<file path="src/logic/psp_map.svh">
// register fields, reset values and widths of the parallel slave port
`ifndef PSP_MAP_SVH
`define PSP_MAP_SVH
`define PSP_DATA_W      8
`define PSP_FIFO_DEPTH  8
`define PSP_CTL_MODE    4
`define PSP_CTL_OVF     5
`define PSP_CTL_OBF     6
`define PSP_CTL_IBF     7
`define PSP_CTL_RESET   8'h00
`define PSP_DIR_RD      0
`define PSP_DIR_WR      1
`define PSP_DIR_CS      2
`endif

</file>
<file path="src/logic/psp_pkg.sv">
// types of the parallel slave port
package psp_pkg;
  typedef logic [7:0] psp_byte_type;
  typedef enum logic [1:0] {PSP_IDLE, PSP_WRITE, PSP_READ} psp_cycle_type;
endpackage

</file>
<file path="src/logic/psp_fifo_if.sv">
// handshake bundle between the port logic and its receive fifo
`timescale 1ns/100ps
interface psp_fifo_if;
  psp_pkg::psp_byte_type in_data;
  logic                  in_valid;
  logic                  in_ready;
  psp_pkg::psp_byte_type out_data;
  logic                  out_valid;
  logic                  out_ready;
  modport fifo (input in_data, input in_valid, output in_ready,
                output out_data, output out_valid, input out_ready);
  modport user (output in_data, output in_valid, input in_ready,
                input out_data, input out_valid, output out_ready);
endinterface // psp_fifo_if

</file>
<file path="src/logic/psp_fifo.sv">
// parameterised synchronous fifo for received bytes
`timescale 1ns/100ps
module psp_fifo #(
  parameter int WIDTH = 8,
  parameter int DEPTH = 8
) (
  input wire logic sys_clk,
  input wire logic sys_rst,
  psp_fifo_if.fifo q
);
  localparam int AW = $clog2(DEPTH);
  logic [WIDTH-1:0] mem [DEPTH];
  logic [AW-1:0]    wr_ptr_ff;
  logic [AW-1:0]    rd_ptr_ff;
  logic [AW:0]      count_ff;
  logic             push;
  logic             pop;
  assign q.in_ready  = (count_ff != (AW+1)'(DEPTH));
  assign q.out_valid = (count_ff != '0);
  assign q.out_data  = mem[rd_ptr_ff];
  assign push = q.in_valid && q.in_ready;
  assign pop  = q.out_valid && q.out_ready;
  always_ff @(posedge sys_clk) begin
    if (push) begin
      mem[wr_ptr_ff] <= q.in_data;
    end
  end
  always_ff @(posedge sys_clk) begin
    if (sys_rst) begin
      wr_ptr_ff <= '0;
      rd_ptr_ff <= '0;
      count_ff  <= '0;
    end else begin
      if (push) begin
        wr_ptr_ff <= (wr_ptr_ff == AW'(DEPTH-1)) ? '0 : wr_ptr_ff + 1'b1;
      end
      if (pop) begin
        rd_ptr_ff <= (rd_ptr_ff == AW'(DEPTH-1)) ? '0 : rd_ptr_ff + 1'b1;
      end
      count_ff <= count_ff + (AW+1)'(push) - (AW+1)'(pop);
    end
  end
endmodule // psp_fifo

</file>
<file path="src/logic/psp_slave_port.sv">
// parallel slave port: strobe sync, cycle detect, flags and pin drive
// Functional notes
// - mode bit four selects slave port operation
// - control pins zero to two are strobes
// - write spans both strobes low until one high
// - write end latches byte, sets full, irq
// - read start drives latch, sets output full
// - write during read updates pins, not flag
// - read end tristates pins, sets irq
// - port only usable in microcontroller mode
// - write over unread byte sets sticky overflow
// - status read-only, except overflow cleared by writing bit 5 low; control resets to zero
`timescale 1ns/100ps
`include "psp_map.svh"
module psp_slave_port (
  input  wire logic                  sys_clk,
  input  wire logic                  sys_rst,
  input  wire logic                  read_strobe_n,
  input  wire logic                  write_strobe_n,
  input  wire logic                  chip_select_n,
  input  wire logic [7:0]            slave_data_in,
  output logic [7:0]                 slave_data_out,
  output logic                       slave_data_oe_n,
  input  wire logic [2:0]            strobe_port_direction,
  input  wire logic                  mcu_mode,
  input  wire logic                  ctl_wr,
  input  wire logic [7:0]            ctl_wdata,
  output logic [7:0]                 slave_port_control,
  input  wire logic                  data_wr,
  input  wire psp_pkg::psp_byte_type data_wdata,
  input  wire logic                  data_rd,
  output psp_pkg::psp_byte_type      data_rdata,
  output logic                       data_rvalid,
  output logic                       slave_port_irq_flag,
  input  wire logic                  irq_clr,
  output logic                       rx_ready
);
  // ----------------------------------------
  // state
  // ----------------------------------------
  logic [2:0]            sync1_ff;
  logic [2:0]            sync2_ff;
  logic                  slave_port_mode_sel_ff;
  logic                  input_full_flag_ff;
  logic                  output_full_flag_ff;
  logic                  input_overflow_flag_ff;
  logic                  irq_ff;
  psp_pkg::psp_byte_type out_latch_ff;
  psp_pkg::psp_byte_type in_byte_ff;
  psp_pkg::psp_byte_type data_sync1_ff;
  psp_pkg::psp_byte_type data_sync2_ff;
  localparam logic [7:0] CTL_RESET_VAL = `PSP_CTL_RESET;
  psp_pkg::psp_cycle_type cyc_ff;
  psp_pkg::psp_cycle_type nxt_cyc;
  logic                  port_on;
  logic                  wr_low;
  logic                  rd_low;
  logic                  wr_end;
  logic                  rd_start;
  logic                  rd_end;
  psp_fifo_if            fq ();

  // ----------------------------------------
  // strobe synchroniser
  // ----------------------------------------
  always_ff @(posedge sys_clk) begin
    if (sys_rst) begin
      sync1_ff <= 3'h7;
      sync2_ff <= 3'h7;
      data_sync1_ff <= 8'h00;
      data_sync2_ff <= 8'h00;
    end else begin
      sync1_ff <= {chip_select_n, write_strobe_n, read_strobe_n};
      sync2_ff <= sync1_ff;
      data_sync1_ff <= slave_data_in;
      data_sync2_ff <= data_sync1_ff;
    end
  end

  // port active only with mode set, inputs set, no ext bus
  assign port_on = slave_port_mode_sel_ff && mcu_mode && (&strobe_port_direction);
  assign wr_low  = !sync2_ff[`PSP_DIR_CS] && !sync2_ff[`PSP_DIR_WR];
  assign rd_low  = !sync2_ff[`PSP_DIR_CS] && !sync2_ff[`PSP_DIR_RD];

  // ----------------------------------------
  // cycle tracking
  // ----------------------------------------
  always_comb begin
    nxt_cyc = cyc_ff;
    unique case (cyc_ff)
      psp_pkg::PSP_IDLE: begin
        if (port_on && wr_low) begin
          nxt_cyc = psp_pkg::PSP_WRITE;
        end else if (port_on && rd_low) begin
          nxt_cyc = psp_pkg::PSP_READ;
        end
      end
      psp_pkg::PSP_WRITE: begin
        if (!wr_low) begin
          nxt_cyc = psp_pkg::PSP_IDLE;
        end
      end
      psp_pkg::PSP_READ: begin
        if (!rd_low) begin
          nxt_cyc = psp_pkg::PSP_IDLE;
        end
      end
    endcase
  end
  assign wr_end   = (cyc_ff == psp_pkg::PSP_WRITE) && !wr_low;
  assign rd_start = (cyc_ff == psp_pkg::PSP_IDLE) && port_on && !wr_low && rd_low;
  assign rd_end   = (cyc_ff == psp_pkg::PSP_READ) && !rd_low;

  always_ff @(posedge sys_clk) begin
    if (sys_rst) begin
      cyc_ff <= psp_pkg::PSP_IDLE;
    end else begin
      cyc_ff <= nxt_cyc;
    end
  end

  // ----------------------------------------
  // data latches
  // ----------------------------------------
  always_ff @(posedge sys_clk) begin
    if (sys_rst) begin
      in_byte_ff <= 8'h00;
    end else if (cyc_ff == psp_pkg::PSP_WRITE && wr_low) begin
      in_byte_ff <= data_sync2_ff;
    end
  end

  always_ff @(posedge sys_clk) begin
    if (sys_rst) begin
      out_latch_ff <= 8'h00;
    end else if (data_wr) begin
      out_latch_ff <= data_wdata;
    end
  end

  assign fq.in_data  = in_byte_ff;
  assign fq.in_valid = wr_end;
  assign fq.out_ready = data_rd;
  assign rx_ready    = fq.in_ready;

  psp_fifo #(.WIDTH(`PSP_DATA_W), .DEPTH(`PSP_FIFO_DEPTH)) u_fifo (
    .sys_clk (sys_clk),
    .sys_rst (sys_rst),
    .q       (fq.fifo)
  );

  always_ff @(posedge sys_clk) begin
    if (sys_rst) begin
      data_rdata  <= 8'h00;
      data_rvalid <= 1'b0;
    end else begin
      data_rvalid <= data_rd && fq.out_valid;
      if (data_rd && fq.out_valid) begin
        data_rdata <= fq.out_data;
      end
    end
  end

  // ----------------------------------------
  // pin drive
  // ----------------------------------------
  assign slave_data_out  = out_latch_ff;
  assign slave_data_oe_n = (cyc_ff != psp_pkg::PSP_READ);

  // ----------------------------------------
  // control and status flags
  // ----------------------------------------
  always_ff @(posedge sys_clk) begin
    if (sys_rst) begin
      slave_port_mode_sel_ff <= CTL_RESET_VAL[`PSP_CTL_MODE];
      input_overflow_flag_ff <= 1'b0;
    end else begin
      if (ctl_wr) begin
        slave_port_mode_sel_ff <= ctl_wdata[`PSP_CTL_MODE];
      end
      if (wr_end && fq.out_valid) begin
        input_overflow_flag_ff <= 1'b1;
      end else if (ctl_wr && !ctl_wdata[`PSP_CTL_OVF]) begin
        input_overflow_flag_ff <= 1'b0;
      end
    end
  end

  always_ff @(posedge sys_clk) begin
    if (sys_rst) begin
      input_full_flag_ff <= 1'b0;
      output_full_flag_ff <= 1'b0;
      irq_ff <= 1'b0;
    end else begin
      if (wr_end) begin
        input_full_flag_ff <= 1'b1;
      end else if (data_rd) begin
        input_full_flag_ff <= 1'b0;
      end
      if (rd_start) begin
        output_full_flag_ff <= 1'b1;
      end else if (data_wr && cyc_ff != psp_pkg::PSP_READ) begin
        output_full_flag_ff <= 1'b0;
      end
      if (wr_end || rd_end) begin
        irq_ff <= 1'b1;
      end else if (irq_clr) begin
        irq_ff <= 1'b0;
      end
    end
  end

  // full status bits have no write path; overflow clears on a control write with bit 5 low
  assign slave_port_control = {input_full_flag_ff, output_full_flag_ff,
                               input_overflow_flag_ff, slave_port_mode_sel_ff, 4'h0};
  assign slave_port_irq_flag = irq_ff;
endmodule // psp_slave_port

</file>
<file path="config.mk">
export PLATFORM = sky130hd
export DESIGN_NAME = psp_slave_port
export DESIGN_NICKNAME = d
export VERILOG_FILES = /design/src/logic/psp_pkg.sv /design/src/logic/psp_fifo_if.sv /design/src/logic/psp_fifo.sv /design/src/logic/psp_slave_port.sv
export VERILOG_INCLUDE_DIRS = /design/src /design/src/logic
export SDC_FILE = /design/constraint.sdc
export NUM_CORES = 1
export LEC_CHECK = 0
export BUFFER_PORTS_ARGS = -buffer_cell sky130_fd_sc_hd__buf_2
export CELL_PAD_IN_SITES_DETAIL_PLACEMENT = 1
export CELL_PAD_IN_SITES_GLOBAL_PLACEMENT = 2
export CORE_UTILIZATION = 38
export CTS_BUF_LIST = sky130_fd_sc_hd__clkbuf_4
export DETAILED_ROUTE_END_ITERATION = 6
export GPL_TIMING_DRIVEN = 0
export PLACE_DENSITY = 0.86
export SYNTH_ARGS = -nofsm -noshare
export SYNTH_HDL_FRONTEND = slang
export SYNTH_HIERARCHICAL = 1
export SYNTH_SLANG_ARGS = --single-unit
export TNS_END_PERCENT = 20
</file>
<file path="constraint.sdc">
create_clock -name sys_clk -period 2.5 [get_ports sys_clk]
set_clock_uncertainty 0.1 [all_clocks]
set_input_delay 0.125 -clock sys_clk [delete_from_list [all_inputs] [get_ports sys_clk]]
set_output_delay 0.125 -clock sys_clk [all_outputs]
set_load 0.02 [all_outputs]
</file>
======== Word level (Yosys, flattened, before mapping) ========
Memory sizes are Yosys's and may differ from the RTL's. A register that Yosys moved wholly into a read port is not among the register bits.
Index checks and enable logic that the tools add are counted.
word-level totals
  flip-flop bits (word level) ............. 56
  RAM bits ................................ 64
  input port bits ......................... 37
  memories ................................ 1
  ROM bits ................................ 0
  bits in latches ......................... 0
memory list
  memory      depth  width  read ports  clocked after Yosys merged registers in  write ports  RTL line        text
  u_fifo.mem  8      8      1           1                                        1            psp_fifo.sv:12  logic [WIDTH-1:0] mem [DEPTH];
operators by class
  magnitude comparators ................... 0
  shift-type cells ........................ 0
  reduce and logical (&&, ||, !) cells .... 32
  add/subtract/negate cells ............... 4
  mux-type cells .......................... 17
  eq/ne operators ......................... 9
  bitwise logic cells ..................... 0
  divide/modulo/power cells ............... 0
  multipliers ............................. 0
operators with widths
  cell                                                              number
  1-bit logical AND                                                 17
  1-bit 2-to-1 mux                                                  10
  2-bit 2-to-1 mux                                                  4
  2-bit nonzero test                                                4
  3-bit by 1-bit adder with 3-bit output (second input constant)    2
  3-bit == test (second input constant)                             2
  1-bit zero test                                                   6
  3-bit 2-to-1 mux                                                  2
  2-bit != test (second input constant)                             3
  2-bit case mux with 3 select lines                                1
  3-bit AND reduction                                               2
  4-bit by 1-bit adder with 4-bit output                            1
  4-bit != test (second input constant)                             1
  4-bit nonzero test                                                1
  4-bit by 1-bit subtractor with 4-bit output                       1
  3-bit != test (second input constant)                             1
  2-bit by 1-bit == test with 1-bit output (second input constant)  1
  2-bit == test (second input constant)                             1
  2-bit zero test                                                   1
  1-bit logical OR                                                  1

======== Depth between registers and ports, before layout ========
Gate-level depths: netlist of run 1.
  depth after elaboration ................. 7
  mapped depth ............................ 11

======== By module ========
Netlist of run 1, hierarchy kept.
by module, submodules not included
  module          area an instance (um2)  seq. area each (um2)  times used  cells each
  psp_fifo        3188.1                  2182.1                1           169
  psp_slave_port  1921.8                  1081.0                1           201

======== Least setup slack after synthesis of run 1 ========
No wires, ideal clock.
  kind .................................... reg-to-reg
  start ................................... reg u_fifo.count_ff[2]
  end ..................................... reg u_fifo.count_ff[1]
  stages on the path, launching flop included .. 10
  data required time ...................... 2.275 ns
  library setup time ...................... 0.125 ns
  arrival time ............................ 2.184 ns
  setup slack ............................. 0.090 ns
  cells stage by stage .................... dfxtp_1 > inv_1 > ha_1 > or3b_2 > nand2_2 > ha_1 > inv_1 > ha_1 > fa_1 > nor2b_1
on the way
  longest elaborated chain between the ends .. 4
RTL lines
  element                                      RTL line              text
  from (decl)                                  psp_fifo.sv:15        logic [AW:0] count_ff;
  from (signal assigned)                       psp_fifo.sv:40        count_ff <= count_ff + (AW+1)'(push) - (AW+1)'(pop);
  4-bit != test                                psp_fifo.sv:18        assign q.in_ready = (count_ff != (AW+1)'(DEPTH));
  via rx_ready                                 psp_slave_port.sv:36  output logic rx_ready
  1-bit logical AND                            psp_fifo.sv:21        assign push = q.in_valid && q.in_ready;
  4-bit by 1-bit adder with 4-bit output       psp_fifo.sv:40
  4-bit by 1-bit subtractor with 4-bit output  psp_fifo.sv:40
The timed path passes the listed nets, and every way through them passes these cells.
A chain may end at the register's enable or synchronous reset.

======== Final worst setup path of run 1 ========
  start ................................... reg u_fifo.count_ff[2]
  end ..................................... reg u_fifo.count_ff[2]
RTL lines
  element                                      RTL line          text
  4-bit nonzero test                           psp_fifo.sv:19    assign q.out_valid = (count_ff != '0);
  via fq.out_valid                             psp_fifo_if.sv:8  logic out_valid;
  1-bit logical AND                            psp_fifo.sv:22    assign pop = q.out_valid && q.out_ready;
  4-bit by 1-bit subtractor with 4-bit output  psp_fifo.sv:40
The timed path passes the listed nets, and every way through them passes these cells.

==> flow_summary.json, run 1 <==
{
  "hold_start": "mcu_mode",
  "end_kind": "flop",
  "max-cap-violations": 0,
  "ant_nets": 0,
  "hold_viol": 0,
  "syn_to_final_growth_pct": 24.6,
  "final.setup.worst_slack_ps": -49.6,
  "gr-usage-met2_pct": 31.5,
  "rrSetupSlack_ps": -50,
  "grt_max_degree": 17,
  "busiest_layer": "met2",
  "r2r_cells": 11,
  "crit_type": "reg2reg",
  "grt_usage_pct": 17.7,
  "cts_root_buf": "clkbuf_4",
  "final.fill_count": 1353,
  "cts_tree": "done",
  "crit_arrival_ps": 2850,
  "setup_viol": 2,
  "post_cts_buffers": 0,
  "drive_gt1_share_pct": 26.8,
  "die_area_mm2": 0.0139,
  "clk_latency_ps": 520,
  "yosysUniqueCellTypes": 40,
  "r2r-end": "u_fifo/count_ff[2]",
  "synthTopCellsByArea": "edfxtp_1, dfxtp_1, mux4_1",
  "crit_fanout": 4,
  "yosysWarningCount": 6,
  "layout_common_cells": "dfxtp_1, edfxtp_1, buf_2, dlygate4sd3_1, nand2_1",
  "route.vias.total": 3266,
  "wl_per_cell_um": 16.7,
  "core_area_mm2": 0.0132,
  "wl_um": 11300,
  "ys_seq_elements": 131,
  "portBuffers": 53,
  "fmax_ghz": 0.392,
  "vias_per_cell": 4.82,
  "min_delay_path_depth": 5,
  "die_y_um": 118,
  "drt_pass1_iterations": 4,
  "vdd_ir_drop_max_uv": 276,
  "avgSynthCellArea_um2": 13.8,
  "syn_inst": 370,
  "die_w_um": 118,
  "start_util_pct": 38.7,
  "violations": "negative setup slack",
  "synth_top_area_share_pct": 37.6,
  "final_common_cell": "dfxtp_1",
  "cellPowerDensity_mw_per_mm2": 767,
  "ys_seq_area_share_pct": 63.9,
  "place.gp.congestion": 0.752,
  "power_leakage_nw": 2.48,
  "gr-usage-met1_pct": 19.5,
  "hpwl_um": 7270,
  "ctsLongestPathBuffers": 2,
  "period_share_pct": 102,
  "htreeDepth": 4,
  "yosys.area.top_type": "edfxtp_1",
  "antenna_found_initial": 1,
  "clock_sinks": 131,
  "syn-cell-area_mm2": 0.00511,
  "rr_startpoint": "u_fifo/count_ff[2]",
  "place_area_mm2": 0.00562,
  "outcome": "finished with violations",
  "slew_violations": 0,
  "rows": 42,
  "post-place-ws_ps": -306,
  "rsz0062_at_grt": "true",
  "fin_crit_ps": 2550,
  "grt_overflow_total": 0,
  "tightest_slew_ps": 851,
  "nNetsFinal": 538,
  "fin_area_mm2": 0.00637,
  "cp-startpoint": "u_fifo/count_ff[2]",
  "numCtsBuffers": 17,
  "whs_endpoint": "cyc_ff[1]",
  "critPathLaunchType": "flop",
  "slew-limit-headroom_pct": 43.0,
  "min_path_type": "in2reg",
  "grt_pass1_wl_um": 18100,
  "dr.first_iter.drc_count": 125,
  "met3_usage_pct": 4.26,
  "grt_pass1_vias": 3507,
  "worstPathRequired_ps": 2800,
  "path_clk_slew_ps": 100,
  "drc": 0,
  "ios": 65,
  "total_power_mw": 4.89
}
[area by class of cell]
| class | count | area (um2) | area share (%) |
|---|---|---|---|
| Sequential cell | 131 | 3260 | 51.2 |
| Multi-Input combinational cell | 206 | 1680 | 26.4 |
| Timing Repair Buffer | 95 | 681 | 10.7 |
| Tap cell | 176 | 220 | 3.46 |
| Buffer | 24 | 170 | 2.67 |
| Clock inverter | 13 | 164 | 2.57 |
| Clock buffer | 19 | 143 | 2.24 |
| Inverter | 12 | 45.0 | 0.707 |
| Antenna cell | 1 | 2.50 | 0.0393 |
[critical path, cell delays in order, from the launching register on]
cell	delay, ps
dfxtp_1	320
inv_2	60
ha_1	140
or3b_4	390
and2_1	170
clkbuf_4	160
ha_1	270
inv_1	40
ha_2	180
fa_1	380
xnor2_1	160
nor2_1	60
[power by group]
group / leakage (nW) / total [mW] / switching (mW) / internal [mW]
Clock: 0.172 / 1.52 / 0.724 / 0.800
Combinational: 1.16 / 0.961 / 0.496 / 0.465
Sequential: 1.14 / 2.40 / 0.0601 / 2.34
Total: 2.48 / 4.89 / 1.28 / 3.61
[per-layer routing]
| metal | share of wire (%) | up-vias |
|---|---|---|
| li1 | - | 1562 |
| met1 | 41 | 1605 |
| met2 | 53 | 84 |
| met3 | 4.4 | 15 |
| met4 | 1.7 | 0 |
| met5 | 0 | - |
[cells by family (layout without fill, tap and decap cells)]
group	Yosys count	in the layout	share of synthesized area [%]
flip-flops	131	131	63.9
AND/OR/NAND/NOR	112	112	11.7
multiplexers	38	38	12.7
AO/OA/AOI/OAI	37	37	3.82
buffers and inverters	36	163	4.14
adder cells (fa/ha/maj)	14	14	3.58
other	1	5	0.0734
XOR/XNOR	1	1	0.171
[worst max-delay path by stage]
stage	to	slack, ps	cells after the start
6_report	u_fifo/count_ff[2]	-50	11
3_3_place_gp	u_fifo/mem[0][5]	-500	6
4_1_cts	u_fifo/mem[4][4]	-330	6
3_5_place_dp	u_fifo/mem[1][6]	-310	6
2_1_floorplan	u_fifo/count_ff[1]	90	9
5_1_grt	u_fifo/count_ff[2]	-230	11
[sequential cells by signal, summed over array words and instances, names as in the netlist, 3 cells and up, named ones only]
register / flops
u_fifo/count_ff: 4
u_fifo/rd_ptr_ff: 3
u_fifo/wr_ptr_ff: 3
sync2_ff: 3
sync1_ff: 3
fq.in_data: 8
data_sync1_ff: 8
data_sync2_ff: 8
u_fifo/mem: 64
slave_data_out: 8
data_rdata: 8
[synth_stat cells, drive strengths merged]
master	n
mux4	16
mux2	9
inv	12
nand3b	1
mux2i	13
conb	1
nand4b	2
xnor2	1
edfxtp	64
buf	16
a31oi	3
and4	1
nor4	1
nor2b	19
nand3	11
or3b	3
o21ai	7
nor3	6
nand2b	13
a31o	1
and2	2
ha	13
nor2	17
a21oi	25
fa	1
nor3b	1
or2	6
a21o	1
clkbuf	8
nand2	29
dfxtp	67
[per-stage QoR]
| step | hold slack [ps] | TNS [ps] | instances | util (%) |
|---|---|---|---|---|
| 4_1_cts | 13.1 | -5260 | 675 | 48.1 |
| 3_5_place_dp | 211 | -9710 | 603 | 42.6 |
| 3_3_place_gp | 208 | -9280 | 602 | 42.5 |
| 2_1_floorplan | 129 | 0 | 373 | - |
| 5_1_grt | 43.2 | -839 | 677 | 48.3 |
| 6_report | 64.6 | -77.2 | 677 | 48.3 |
[repair_timing]
action	in CTS	in global routing
hold buffers	40	0
setup endpoints to repair	34	39
endpoints found under the hold margin	40	0
resized for setup	7	4
No activity file was read; power rests on OpenSTA's default activity.
==> run 2, diff against run 1 <==
Settings changed: GPL_TIMING_DRIVEN 0 to 1.
==> flow_summary.json, run 2 (same netlist as run 1, synthesis figures left out) <==
{
  "rr_startpoint": "u_fifo/count_ff[2]",
  "largest_reg_flops": 64,
  "r2r-end": "u_fifo/count_ff[1]",
  "final_util_pct": 47.3,
  "clk_latency_ps": 530,
  "place_area_mm2": 0.00557,
  "grt_pass1_vias": 3362,
  "portBuffers": 54,
  "final_common_cell": "dfxtp_1",
  "ctsLongestPathBuffers": 2,
  "core_area_mm2": 0.0132,
  "cp-endpoint": "u_fifo/count_ff[1]",
  "drc": 0,
  "cts_root_buf": "clkbuf_4",
  "syn_to_final_growth_pct": 22.1,
  "met3_usage_pct": 4.22,
  "fin_area_mm2": 0.00624,
  "setup_viol": 0,
  "rrSetupSlack_ps": 100,
  "ant_nets": 0,
  "path_cells": "inv_2 > ha_1 > or3b_1 > and2_1 > ha_1 > inv_1 > ha_1 > fa_2 > nor2b_1",
  "grt_overflow_total": 0,
  "gr-usage-met2_pct": 31.1,
  "seq_area_mm2": 0.00326,
  "total_power_mw": 4.87,
  "path_clk_slew_ps": 110,
  "die_w_um": 118,
  "crit_arrival_ps": 2760,
  "cp_top_family": "adder cells",
  "whs_ps": 68.9,
  "worst-path-stages": 9,
  "die_area_mm2": 0.0139,
  "period_share_pct": 96.1,
  "grt_usage_pct": 17.1,
  "slowest_delay_ps": 520,
  "r2r_cells": 9,
  "max-cap-violations": 0,
  "cp_slowest_cell": "fa_2",
  "nNetsFinal": 524,
  "fmax_ghz": 0.416,
  "fin_crit_ps": 2400,
  "vias_per_cell": 4.82,
  "hold_start": "mcu_mode",
  "vdd_ir_drop_max_uv": 406,
  "final.fill_count": 1395,
  "clock_sinks": 131,
  "critPathLaunchType": "flop",
  "ios": 65,
  "post_cts_buffers": 0,
  "rows": 42,
  "hpwl_um": 6980,
  "cts_tree": "done",
  "hold_viol": 0,
  "route.vias.total": 3194,
  "drive_gt1_share_pct": 26.1,
  "crit_fanout": 3,
  "cellPowerDensity_mw_per_mm2": 781,
  "antenna_found_initial": 1,
  "gr-usage-met1_pct": 17.7,
  "cp-startpoint": "u_fifo/count_ff[2]",
  "multiInputGateArea_mm2": 0.00166,
  "wl_per_cell_um": 17.0,
  "end_kind": "flop",
  "wl_um": 11300,
  "place_inst": 595,
  "drt_pass1_iterations": 4,
  "place.gp.congestion": 0.747,
  "outcome": "finished clean",
  "power_leakage_nw": 2.41,
  "grt_pass1_wl_um": 17400,
  "numCtsBuffers": 17,
  "grt_max_degree": 50,
  "layout_common_cells": "dfxtp_1, edfxtp_1, buf_2, dlygate4sd3_1, nand2_1",
  "crit_buf_inv": 2,
  "regMostFlops": "u_fifo/mem",
  "htreeDepth": 4,
  "min_path_type": "in2reg",
  "crit_type": "reg2reg",
  "die_y_um": 118,
  "dr.first_iter.drc_count": 130,
  "busiest_layer": "met2",
  "final-instance-count-excl-fill": 663,
  "worstPathRequired_ps": 2860,
  "path_common_cell": "ha_1",
  "slew_violations": 0,
  "start_util_pct": 38.7,
  "rsz0062_at_grt": "true"
}
## run 2: how the worst min path moves through the flow
| stage | end | slack, ps | cells after the start |
|---|---|---|---|
| floorplan | sync1_ff[0] | 130 | 1 |
| global placement | sync1_ff[0] | 210 | 2 |
| detailed placement | sync1_ff[1] | 210 | 2 |
| CTS | cyc_ff[1] | 20 | 5 |
| global route | cyc_ff[1] | 60 | 5 |
| finish | cyc_ff[1] | 70 | 5 |
## run 2: per-stage QoR
| step | setup TNS, ps | worst slack [ps] |
|---|---|---|
| floorplan | 0 | 90.3 |
| global placement | 0 | 154 |
| detailed placement | 0 | 58.9 |
| CTS | 0 | 41.9 |
| global route | -1.93 | -1.93 |
| finish | 0 | 97.1 |
## run 2: worst register-to-register path: stages (launching register included)
cell	delay, ps
dfxtp_1	330
inv_2	80
ha_1	140
or3b_1	360
and2_1	190
ha_1	280
inv_1	40
ha_1	200
fa_2	520
nor2b_1	120
## run 2: cell type report
class	count	area share [%]
Multi-Input combinational cell	206	26.6
Clock inverter	15	2.93
Clock buffer	17	2.04
Tap cell	176	3.53
Timing Repair Buffer	105	11.9
Inverter	12	0.722
Sequential cell	131	52.3
Antenna cell	1	0.0401
## run 2: power breakdown
part	total [mW]	switching, mW	leakage [nW]	internal, mW
Clock	1.53	0.833	0.155	0.699
Sequential	2.43	0.0854	1.14	2.34
Combinational	0.913	0.469	1.11	0.444
## run 2: what timing repair did
item	CTS	global route
hold endpoints to repair	41	0
hold buffers	35	0
setup endpoints to repair	0	2
gates resized for setup	0	4
## run 2: per-layer routing
| metal | share of wire (%) | wire (um) |
|---|---|---|
| met1 | 39 | 4370 |
| met2 | 55 | 6150 |
| met3 | 2.8 | 313 |
| met4 | 3.7 | 416 |
| met5 | 0 | 0 |
